**src/logic/bmpt_consts.vh**
```
// Purpose: Constants of the board memory pattern tester
// Assumes: AHB-Lite register slave, 32-bit word registers
// Notes: Included by bmpt_top.v only
`ifndef BMPT_CONSTS_VH
`define BMPT_CONSTS_VH

`define BMPT_OFF_CTRL 8'h00
`define BMPT_OFF_BOARD_SEL 8'h04
`define BMPT_OFF_BOARD_EN 8'h08
`define BMPT_OFF_START_LOC 8'h0C
`define BMPT_OFF_LOC_TOTAL 8'h10
`define BMPT_OFF_PAT_START 8'h14
`define BMPT_OFF_MASK 8'h18
`define BMPT_OFF_STATUS 8'h1C
`define BMPT_OFF_ERR_COUNT 8'h20
`define BMPT_OFF_FAIL_ADDR 8'h24
`define BMPT_OFF_FAIL_EXP 8'h28
`define BMPT_OFF_FAIL_READ 8'h2C
`define BMPT_OFF_STRIDE 8'h30

`define BMPT_CTRL_START 0
`define BMPT_CTRL_ALL 1
`define BMPT_ST_BUSY 0
`define BMPT_ST_PASS 1
`define BMPT_ST_FAIL 2
`define BMPT_ST_ABORT 3

`define BMPT_RST_WORD 32'h0000_0000
`define BMPT_RST_STRIDE 32'h0000_1000
`define BMPT_RST_EN 12'h000

`define BMPT_BOARDS 4'hC
`define BMPT_BLK 5'h10
`define BMPT_TWO_ONES 8'h78
`define BMPT_TWO_ZEROS_END 8'hF0
`define BMPT_ALT_EVEN 16'h5555
`define BMPT_ALT_ODD 16'hAAAA
`define BMPT_WORD_STEP 32'h0000_0004

`endif

```
**src/logic/bmpt_top.v**
```verilog
// Purpose: Memory pattern self-test engine with AHB-Lite registers
// Assumes: Memory port on mclk; one access outstanding at a time
// Notes: Registers answer with zero wait states
`timescale 1ns/1ps
`default_nettype none
`include "bmpt_consts.vh"

module bmpt_top #(
	parameter ERR_W = 16
) (
	input wire mclk,
	input wire arst_n,
	input wire hsel,
	input wire [31:0] haddr,
	input wire [1:0] htrans,
	input wire hwrite,
	input wire [2:0] hsize,
	input wire [31:0] hwdata,
	input wire hready,
	output reg [31:0] hrdata,
	output wire hreadyout,
	output wire hresp,
	output wire mem_req,
	output reg mem_we,
	output reg [31:0] mem_addr,
	output reg [31:0] mem_wdata,
	input wire [31:0] mem_rdata,
	input wire mem_ack,
	input wire mem_err
);

	localparam S_IDLE = 3'd0;
	localparam S_SEEK = 3'd1;
	localparam S_BLOCK = 3'd2;
	localparam S_ISSUE = 3'd3;
	localparam S_XFER = 3'd4;

	// Pattern table as a function of entry index
	function [31:0] bmpt_pat;
		input [7:0] k;
		reg [15:0] v;
		reg [7:0] n;
		reg [7:0] kk;
		integer i;
		integer j;
		begin
			v = 16'h0000;
			n = 8'h00;
			kk = (k < `BMPT_TWO_ONES) ? k : k - `BMPT_TWO_ONES;
			for (j = 1; j < 16; j = j + 1) begin
				for (i = 0; i < j; i = i + 1) begin
					if (n == kk)
						v = (16'h0001 << i) | (16'h0001 << j);
					n = n + 8'h01;
				end
			end
			if (k >= `BMPT_TWO_ZEROS_END)
				v = k[0] ? `BMPT_ALT_ODD : `BMPT_ALT_EVEN;
			else if (k >= `BMPT_TWO_ONES)
				v = ~v;
			bmpt_pat = {v, v};
		end
	endfunction

	reg [7:0] a_addr_reg;
	reg a_wr_reg;
	reg a_valid_reg;
	reg mode_all_reg;
	reg [3:0] board_sel_reg;
	reg [11:0] board_en_reg;
	reg [31:0] start_loc_reg;
	reg [31:0] loc_total_reg;
	reg [7:0] pat_start_reg;
	reg [31:0] mask_reg;
	reg [31:0] stride_reg;
	reg busy_reg;
	reg pass_reg;
	reg fail_reg;
	reg abort_reg;
	reg [ERR_W-1:0] err_cnt_reg;
	reg [31:0] fail_addr_reg;
	reg [31:0] fail_exp_reg;
	reg [31:0] fail_read_reg;
	reg [2:0] state_reg;
	reg [3:0] board_reg;
	reg single_done_reg;
	reg [31:0] blk_base_reg;
	reg [31:0] rem_reg;
	reg [4:0] blk_len_reg;
	reg [3:0] grp_reg;
	reg [3:0] pss_reg;
	reg [3:0] idx_reg;
	reg wr_phase_reg;

	wire wr_data = a_valid_reg && a_wr_reg;
	wire start = wr_data && (a_addr_reg == `BMPT_OFF_CTRL) && hwdata[`BMPT_CTRL_START] && !busy_reg;
	wire [3:0] rot = idx_reg + pss_reg;
	wire [7:0] entry = pat_start_reg + {grp_reg, rot};
	wire [31:0] cur_addr = blk_base_reg + {26'h0, idx_reg, 2'b00};
	wire last_idx = ({1'b0, idx_reg} == blk_len_reg - 5'h01);
	wire mismatch = |((mem_rdata ^ mem_wdata) & ~mask_reg);
	wire [31:0] board_base = start_loc_reg + {28'h0, board_reg} * stride_reg;

	assign hreadyout = 1'b1;
	assign hresp = 1'b0;
	assign mem_req = (state_reg == S_XFER);

	// AHB address phase capture
	always @(posedge mclk or negedge arst_n) begin
		if (!arst_n) begin
			a_addr_reg <= 8'h00;
			a_wr_reg <= 1'b0;
			a_valid_reg <= 1'b0;
		end else if (hready) begin
			a_valid_reg <= hsel && htrans[1] && (hsize == 3'h2) && (haddr[31:8] == 24'h00_0000) &&
				(haddr[1:0] == 2'b00);
			a_addr_reg <= haddr[7:0];
			a_wr_reg <= hwrite;
		end
	end

	// Register writes
	always @(posedge mclk or negedge arst_n) begin
		if (!arst_n) begin
			mode_all_reg <= 1'b0;
			board_sel_reg <= 4'h0;
			board_en_reg <= `BMPT_RST_EN;
			start_loc_reg <= `BMPT_RST_WORD;
			loc_total_reg <= `BMPT_RST_WORD;
			pat_start_reg <= 8'h00;
			mask_reg <= `BMPT_RST_WORD;
			stride_reg <= `BMPT_RST_STRIDE;
		end else if (wr_data && !busy_reg) begin
			case (a_addr_reg)
				`BMPT_OFF_CTRL: mode_all_reg <= hwdata[`BMPT_CTRL_ALL];
				`BMPT_OFF_BOARD_SEL: board_sel_reg <= hwdata[3:0];
				`BMPT_OFF_BOARD_EN: board_en_reg <= hwdata[11:0];
				`BMPT_OFF_START_LOC: start_loc_reg <= hwdata;
				`BMPT_OFF_LOC_TOTAL: loc_total_reg <= hwdata;
				`BMPT_OFF_PAT_START: pat_start_reg <= hwdata[7:0];
				`BMPT_OFF_MASK: mask_reg <= hwdata;
				`BMPT_OFF_STRIDE: stride_reg <= hwdata;
				default: ;
			endcase
		end
	end

	// Register reads
	always @* begin
		hrdata = 32'h0000_0000;
		if (a_valid_reg && !a_wr_reg) begin
			case (a_addr_reg)
				`BMPT_OFF_CTRL: hrdata = {30'h0, mode_all_reg, 1'b0};
				`BMPT_OFF_BOARD_SEL: hrdata = {28'h0, board_sel_reg};
				`BMPT_OFF_BOARD_EN: hrdata = {20'h0, board_en_reg};
				`BMPT_OFF_START_LOC: hrdata = start_loc_reg;
				`BMPT_OFF_LOC_TOTAL: hrdata = loc_total_reg;
				`BMPT_OFF_PAT_START: hrdata = {24'h0, pat_start_reg};
				`BMPT_OFF_MASK: hrdata = mask_reg;
				`BMPT_OFF_STATUS: hrdata = {24'h0, board_reg, abort_reg, fail_reg, pass_reg, busy_reg};
				`BMPT_OFF_ERR_COUNT: hrdata = {{(32-ERR_W){1'b0}}, err_cnt_reg};
				`BMPT_OFF_FAIL_ADDR: hrdata = fail_addr_reg;
				`BMPT_OFF_FAIL_EXP: hrdata = fail_exp_reg;
				`BMPT_OFF_FAIL_READ: hrdata = fail_read_reg;
				`BMPT_OFF_STRIDE: hrdata = stride_reg;
				default: hrdata = 32'h0000_0000;
			endcase
		end
	end

	// Test sequencer
	always @(posedge mclk or negedge arst_n) begin
		if (!arst_n) begin
			state_reg <= S_IDLE;
			busy_reg <= 1'b0;
			pass_reg <= 1'b0;
			fail_reg <= 1'b0;
			abort_reg <= 1'b0;
			err_cnt_reg <= {ERR_W{1'b0}};
			fail_addr_reg <= `BMPT_RST_WORD;
			fail_exp_reg <= `BMPT_RST_WORD;
			fail_read_reg <= `BMPT_RST_WORD;
			board_reg <= 4'h0;
			single_done_reg <= 1'b0;
			blk_base_reg <= `BMPT_RST_WORD;
			rem_reg <= `BMPT_RST_WORD;
			blk_len_reg <= 5'h00;
			grp_reg <= 4'h0;
			pss_reg <= 4'h0;
			idx_reg <= 4'h0;
			wr_phase_reg <= 1'b0;
			mem_we <= 1'b0;
			mem_addr <= `BMPT_RST_WORD;
			mem_wdata <= `BMPT_RST_WORD;
		end else begin
			case (state_reg)
				S_IDLE: begin
					if (start) begin
						busy_reg <= 1'b1;
						pass_reg <= 1'b0;
						fail_reg <= 1'b0;
						abort_reg <= 1'b0;
						err_cnt_reg <= {ERR_W{1'b0}};
						board_reg <= hwdata[`BMPT_CTRL_ALL] ? 4'h0 : board_sel_reg;
						single_done_reg <= 1'b0;
						state_reg <= S_SEEK;
					end
				end
				S_SEEK: begin
					if (mode_all_reg ? (board_reg == `BMPT_BOARDS) : single_done_reg) begin
						busy_reg <= 1'b0;
						pass_reg <= (err_cnt_reg == {ERR_W{1'b0}});
						fail_reg <= (err_cnt_reg != {ERR_W{1'b0}});
						state_reg <= S_IDLE;
					end else if (mode_all_reg && !board_en_reg[board_reg]) begin
						board_reg <= board_reg + 4'h1;
					end else begin
						single_done_reg <= 1'b1;
						blk_base_reg <= board_base;
						rem_reg <= loc_total_reg;
						state_reg <= S_BLOCK;
					end
				end
				S_BLOCK: begin
					if (rem_reg == 32'h0000_0000) begin
						if (mode_all_reg)
							board_reg <= board_reg + 4'h1;
						state_reg <= S_SEEK;
					end else begin
						blk_len_reg <= (rem_reg >= {27'h0, `BMPT_BLK}) ? `BMPT_BLK : rem_reg[4:0];
						grp_reg <= 4'h0;
						pss_reg <= 4'h0;
						idx_reg <= 4'h0;
						wr_phase_reg <= 1'b1;
						state_reg <= S_ISSUE;
					end
				end
				S_ISSUE: begin
					mem_we <= wr_phase_reg;
					mem_addr <= cur_addr;
					mem_wdata <= bmpt_pat(entry);
					state_reg <= S_XFER;
				end
				S_XFER: begin
					if (mem_err) begin
						busy_reg <= 1'b0;
						abort_reg <= 1'b1;
						state_reg <= S_IDLE;
					end else if (mem_ack) begin
						state_reg <= S_ISSUE;
						if (!wr_phase_reg && mismatch) begin
							if (err_cnt_reg != {ERR_W{1'b1}})
								err_cnt_reg <= err_cnt_reg + {{(ERR_W-1){1'b0}}, 1'b1};
							fail_addr_reg <= mem_addr;
							fail_exp_reg <= mem_wdata;
							fail_read_reg <= mem_rdata;
						end
						if (!last_idx) begin
							idx_reg <= idx_reg + 4'h1;
						end else if (wr_phase_reg) begin
							idx_reg <= 4'h0;
							wr_phase_reg <= 1'b0;
						end else begin
							idx_reg <= 4'h0;
							wr_phase_reg <= 1'b1;
							pss_reg <= pss_reg + 4'h1;
							if (pss_reg == 4'hF) begin
								grp_reg <= grp_reg + 4'h1;
								if (grp_reg == 4'hF) begin
									rem_reg <= rem_reg - {27'h0, blk_len_reg};
									blk_base_reg <= blk_base_reg + {25'h0, blk_len_reg, 2'b00};
									state_reg <= S_BLOCK;
								end
							end
						end
					end
				end
				default: state_reg <= S_IDLE;
			endcase
		end
	end

endmodule // bmpt_top
`default_nettype wire

```
**config.mk**
```make
export PLATFORM = sky130hd
export DESIGN_NAME = bmpt_top
export DESIGN_NICKNAME = d
export VERILOG_FILES = /design/src/logic/bmpt_top.v
export VERILOG_INCLUDE_DIRS = /design/src /design/src/logic
export SDC_FILE = /design/constraint.sdc
export NUM_CORES = 1
export LEC_CHECK = 0
export CORE_MARGIN = 5
export CORE_UTILIZATION = 50
export CTS_BUF_LIST = sky130_fd_sc_hd__clkbuf_8 sky130_fd_sc_hd__clkbuf_16
export CTS_CLUSTER_DIAMETER = 40
export DETAILED_ROUTE_END_ITERATION = 8
export DONT_BUFFER_PORTS = 1
export PLACE_DENSITY = 0.76
export SLEW_MARGIN = 15
export SYNTH_ARGS = -nofsm -noshare
export SYNTH_HDL_FRONTEND = slang
export SYNTH_SLANG_ARGS = --single-unit
```
**constraint.sdc**
```tcl
create_clock -name mclk -period 7 [get_ports mclk]
set_clock_uncertainty 0.2 [all_clocks]
set_input_delay 1.4 -clock mclk [delete_from_list [all_inputs] [get_ports mclk]]
set_output_delay 1.4 -clock mclk [all_outputs]
set_load 0.02 [all_outputs]
```
* Word level (Yosys, flattened, before mapping)
Cells that the tools add are included.
** Cells by class
- Add/sub/neg operators :: 13
- Reduce and logical (&&, ||, !) cells :: 53
- Bitwise operators :: 6
- Eq/ne operators :: 160
- Magnitude comparators :: 5
- Muxes and demuxes :: 209
- $mul :: 1
** Operators with widths (number)
- 16-bit 2-to-1 mux :: 128
- 32-bit 2-to-1 mux :: 17
- 7-bit by 8-bit == test with 1-bit output (first input constant) :: 56
- 32-bit case mux with 13 select lines :: 1
- 6-bit by 8-bit == test with 1-bit output (first input constant) :: 32
- 5-bit by 8-bit == test with 1-bit output (first input constant) :: 16
- 32-bit case mux with 2 select lines :: 2
- 4-bit 2-to-1 mux :: 19
- 4-bit by 8-bit == test with 1-bit output (first input constant) :: 8
- 8-bit by 6-bit == test with 1-bit output (second input constant) :: 5
- 32-bit adder :: 1
- 32-bit by 6-bit adder with 32-bit output :: 1
- 32-bit by 7-bit adder with 32-bit output :: 1
- 32-bit AND :: 1
- 3-bit by 8-bit == test with 1-bit output (first input constant) :: 4
- 8-bit by 5-bit == test with 1-bit output (second input constant) :: 4
- 32-bit by 5-bit greater-or-equal comparator with 1-bit output (second input constant) :: 1
- 32-bit zero test :: 1
- 4-bit by 32-bit multiplier with 32-bit output :: 1
- 32-bit inverter :: 1
- 16-bit case mux with 2 select lines :: 1
- 32-bit OR reduction :: 1
- 32-bit by 5-bit subtractor with 32-bit output :: 1
- 32-bit bitwise XOR :: 1
- other kinds (54) :: 143
** Word-level totals
- Logic and storage cells :: 479
- Output and inout bits :: 100
- Register bits after elaboration :: 434
- Input bits :: 108

* Logic depth before layout (Yosys ltp)
- Depth in word-level cells :: 129
- Depth in mapped cells :: 21
- Mapped depth without buffers :: 20

* Worst setup path before layout
Ideal clock, no wire load.
- Path kind :: reg2reg
- From :: reg board_reg[1]
- To :: reg blk_base_reg[29]
- Arrival :: 4894 ps
- Clock period less this slack :: 5220 ps
- Library setup time :: 126 ps
- Data required time :: 6674 ps
- Setup slack :: 1780 ps
- Buffers on the path :: 2
- Cell stages (with the launch flop) :: 20
- Path through :: dfrtp_1 clkbuf_1 buf_1 nand2_1 fa_1 fa_1 fa_1 inv_1 ha_1 a21o_1 a21oi_1 nand2b_1 a21oi_1 a41oi_1 a31oi_1 a21oi_1 o221ai_1 a41oi_1 mux2i_1 a221o_1
** On the way
- Cells in the longest elaborated chain, start to end :: 6
- Elaborated cells between the ends (all ways) :: 14
- Those cells by class :: add/sub (1); mul (1); eq/ne (3); mux (6); reduce/logical (3)
** RTL lines
- start: declaration :: RTL line bmpt_top.v:85 : reg [3:0] board_reg;
- start signal: assignment :: RTL line bmpt_top.v:204 : board_reg <= hwdata[`BMPT_CTRL_ALL] ? 4'h0 : board_sel_reg;
- start signal: assignment :: RTL line bmpt_top.v:216 : board_reg <= board_reg + 4'h1;
- start signal: assignment :: RTL line bmpt_top.v:227 : board_reg <= board_reg + 4'h1;
- branches (longest 6 deep; another with 4-bit by 32-bit multiplier with 32-bit output)
- end signal: assignment :: RTL line bmpt_top.v:185 : blk_base_reg <= `BMPT_RST_WORD;
- end signal: assignment :: RTL line bmpt_top.v:219 : blk_base_reg <= board_base;
- end signal: assignment :: RTL line bmpt_top.v:271 : blk_base_reg <= blk_base_reg + {25'h0, blk_len_reg, 2'b00};
- end: declaration :: RTL line bmpt_top.v:87 : reg [31:0] blk_base_reg;
Several ways; the timed one is not identified. The select of a mux whose other input is x is not followed.
A chain may end at the register's enable or synchronous reset.

* Final worst setup path
- From :: reg idx_reg[0]
- To :: reg mem_wdata[21]
** On the way
- Cells in the longest elaborated chain, start to end :: 127
- Elaborated cells between the ends (all ways) :: 248
- Those cells by class :: add/sub (3); order compare (3); eq/ne (118); mux (123); bitwise (1)
** RTL lines
- start: declaration :: RTL line bmpt_top.v:92 : reg [3:0] idx_reg;
- start signal: assignment :: RTL line bmpt_top.v:259 : idx_reg <= idx_reg + 4'h1;
- 4-bit adder * :: RTL line bmpt_top.v:97 : wire [3:0] rot = idx_reg + pss_reg;
- 8-bit adder * :: RTL line bmpt_top.v:98 : wire [7:0] entry = pat_start_reg + {grp_reg, rot};
- 8-bit by 7-bit subtractor with 8-bit output (no source line) or 8-bit by 7-bit less-than comparator with 1-bit output (tied branches)
- 8-bit 2-to-1 mux (no source line)
- 2-bit by 8-bit == test with 1-bit output :: RTL line bmpt_top.v:52 : if (n == kk)
- 16-bit 2-to-1 mux (118 in series) :: RTL line bmpt_top.v:52
- 16-bit 2-to-1 mux :: RTL line bmpt_top.v:196 : case (state_reg)
- 16-bit inverter :: RTL line bmpt_top.v:60 : v = ~v;
- 16-bit 2-to-1 mux :: RTL line bmpt_top.v:59 : else if (k >= `BMPT_TWO_ONES)
- 16-bit 2-to-1 mux * :: RTL line bmpt_top.v:57 : if (k >= `BMPT_TWO_ZEROS_END)
- end signal: assignment :: RTL line bmpt_top.v:194 : mem_wdata <= `BMPT_RST_WORD;
- end signal: assignment :: RTL line bmpt_top.v:241 : mem_wdata <= bmpt_pat(entry);
- end: declaration :: RTL line bmpt_top.v:26 : output reg [31:0] mem_wdata,
Mark *: on every way between the ends. The rest lies on a longest branch, timed or not. The select of a mux whose other input is x is not followed.

==> metrics <==
DR iter-0 viols=2,982; Final Worst Setup Slack=963 ps; Cell variety after synth=99; Tcrit/Tclk final=0.862; I/O pin count=208; Net Sw Frac=0.403; Inserted Clock Buffers=67; Pre-antenna DRT Iters=8; RSZ-0062 raised after global routing=no; number of enable flip-flop cells after synthesis=0; initial cell density of the core=0.506; Final Slew Violations=0; layout cells sized above 1=0.167; Ys Warns=0; Met1 Wirelength=35.5 mm; Synth Area per Inst=9.68 um^2; Logic pwr share=0.433; syn nets=3,025; Root Driver=clkbuf_16; Post-DRT Antenna Nets=0; clock latency on the worst-skew pair=620 ps; Hold Violations, Final=0; min cycle time layout=6040 ps; setup_tns=0 ps; P_leak=12.5 nW; critical path's top delay family=simple AND/OR/NAND/NOR gates; slowest stage delay, CP=710 ps; DR vias/cell=6.69; Tightest Pin Transition=1240 ps; Max VDD drop=235 uV; crit-path cells=ha_1 -> fa_1 -> xor2_1 -> ha_1 -> or2_2 -> a21oi_1 -> or2_2 -> clkinv_1 -> ha_1 -> nor3_1 -> a221o_1 -> buf_4 -> nor2_1 -> nand2_1 -> a21oi_1 -> nor3_1 -> mux2_2 -> a21oi_1; Worst Path Arrival=6370 ps; Int Pwr=6.80 mW; P_sw=4.59 mW; post-layout instance area=29,500 um^2; area of the multi-input gates=15,500 um^2; die height=241 um; buffers and inverters on the worst path=2; largest net degree at the start of global routing=403; Cell Rows=84; worst relative slew slack=0.175; GP Congestion=0.940; die width=241 um; Register Area=10,100 um^2; nature of the critical path startpoint=register; Yosys top cell area share=0.376; PortBufs=0; sequential-to-total area share from yosys stat=0.377; Reg clk slew, reported paths=60 ps; max_cap viols=0; Fmax=0.166 GHz; final core utilization=0.560; Bufs on Longest Clock Path=3; ys async rst share=1.00; post-CTS sizing=0; GRT Residual Overflow=0; H-tree depth=3; predominant post-synthesis flop cell=dfrtp_1; Setup Crit Path Kind=reg2reg; top sig layer=met5; Placeable Area=52,800 um^2; Worst EP required=7340 ps; Clock Power Share=0.303; Pwr Total=11.4 mW; worst-path fanout max=16; wire per inst=26.6 um; Final setup viols=0; Area growth syn-to-layout=10.7%; most area-hungry cell type in the Yosys netlist=dfrtp_1; Die Area=58,100 um^2; Placement Setup Slack=1110 ps; CTS tree=done; met3 routed WL=12.2 mm; DR vias=23,000; setup repair bufs after CTS=0; CTS sink cnt=402; first-pass GRT wire length=138 mm; Hold Path Class=reg2reg; Area contributors post-synth=dfrtp_1 (38%), mux2_2 (11%), fa_1 (6.8%); WL met2=39.3 mm; FF+latch count, synth=402; Post-Syn Area=26,700 um^2; initial antenna violation count=4; CTS Hold Bufs=0; nets=2,961; DP Area=27,200 um^2; DPL Wire Length=67.4 mm; Mapped Cells=2,758; total global-route track usage=0.309; element type at the critical path end=register; part of the power in registers=0.265; status=complete, no violations; DRC=0; Power Dens Cells=385 nW/um^2; CP max stage cell=a221o_1; number of global-route vias before repair=22,210; number of fill cells=4,417; total wire length=91.4 mm
==> metrics by stage <==
stage / std cells / hold slack (ps)
2_1_floorplan: 2758 / 239
3_3_place_gp: 3313 / 261
3_5_place_dp: 3313 / 259
4_1_cts: 3436 / 262
5_1_grt: 3436 / 287
6_report: 3437 / 259
==> cell families after synthesis <==
kind of cell	synth area share
xor gates and xnor gates	0.0413
buffers and inverters	0.0452
AOI/OAI and AO/OA	0.180
muxes	0.113
and+or+nand+nor	0.143
other	0.000281
DFF	0.377
adders and majority gates	0.100
==> cells in the final DEF (no fill, tap or decap), drive strengths merged, types with 8 or more instances in the layout <==
| master | count |
|---|---|
| inv | 138 |
| a221oi | 23 |
| and3 | 11 |
| a222oi | 39 |
| mux2 | 250 |
| nor2b | 14 |
| xnor2 | 85 |
| or3 | 13 |
| nor3 | 61 |
| fa | 91 |
| clkbuf | 75 |
| o21a | 11 |
| and2 | 49 |
| o22ai | 35 |
| buf | 40 |
| o32ai | 8 |
| nand2 | 313 |
| nand4 | 29 |
| o21ai | 176 |
| a21oi | 134 |
| a31oi | 50 |
| nand3 | 63 |
| a32oi | 14 |
| nor2 | 161 |
| a22o | 21 |
| a21o | 16 |
| a211oi | 18 |
| nand2b | 21 |
| a22oi | 69 |
| ha | 68 |
| dfrtp | 401 |
| o211ai | 17 |
| xor2 | 38 |
| nor4 | 33 |
| clkinv | 18 |
| mux2i | 13 |
==> Yosys cell counts, drive strengths merged, types with 7 or more instances <==
cell type,n
xnor2,85
and2,49
nand3b,7
nor4,33
a22oi,69
a31oi,50
or4,7
nand2b,21
a22o,21
a32oi,14
a221oi,23
a222oi,39
nor3,61
nand2,313
or3,13
a21oi,134
o21bai,7
nor2b,14
or2,7
nor2,161
mux2,250
o32ai,8
and3,11
o211ai,17
nand4,29
o22ai,35
nand3,63
a2111oi,7
mux2i,13
ha,68
dfrtp,401
a21o,16
inv,119
clkbuf,122
a211oi,18
xor2,38
fa,91
o21ai,176
o21a,11
buf,51
==> tightest hold or removal path: stages (launching register included) <==
cell     delay (ps)
dfrtp_1         340
nand2_1          60
nand2_1          50
==> metal layers <==
layer / vias to the layer above / GRT usage
li1: 9933 / -
met1: 11382 / 0.415
met2: 1423 / 0.453
met3: 258 / 0.120
met4: 4 / 0.122
met5: - / 0
==> power groups by stage <==
stage,clock network (mW),logic (mW),registers [mW]
2_1_floorplan,0,3.89,2.84
3_3_place_gp,0,4.64,3.01
3_5_place_dp,0,4.80,3.03
4_1_cts,3.47,4.84,3.00
5_1_grt,3.59,5.45,3.05
6_report,3.45,4.93,3.02
==> final cells by class <==
class | count | area share
diodes | 1 | 0.0000847
clock buffers | 75 | 0.0605
clock inverters | 48 | 0.0205
inverters | 121 | 0.0154
multi-input cells | 2062 | 0.524
flip-flops and latches | 402 | 0.340
well taps | 688 | 0.0291
repair buffers | 40 | 0.0102
==> worst paths after layout <==
kind / start / to / slack (ps) / cells past startpoint
worst max-delay path: idx_reg[0] / mem_wdata[21] / 960 / 18
worst min-delay path: blk_base_reg[1] / mem_addr[1] / 260 / 2
worst max register to register: idx_reg[0] / mem_wdata[21] / 960 / 18
worst min register to register: blk_base_reg[1] / mem_addr[1] / 260 / 2
max in group asynchronous: arst_n / loc_total_reg[17] / 5410 / 0
min in group asynchronous: arst_n / fail_addr_reg[3] / 320 / 0
Note: power is estimated with default switching activity, not from simulation.
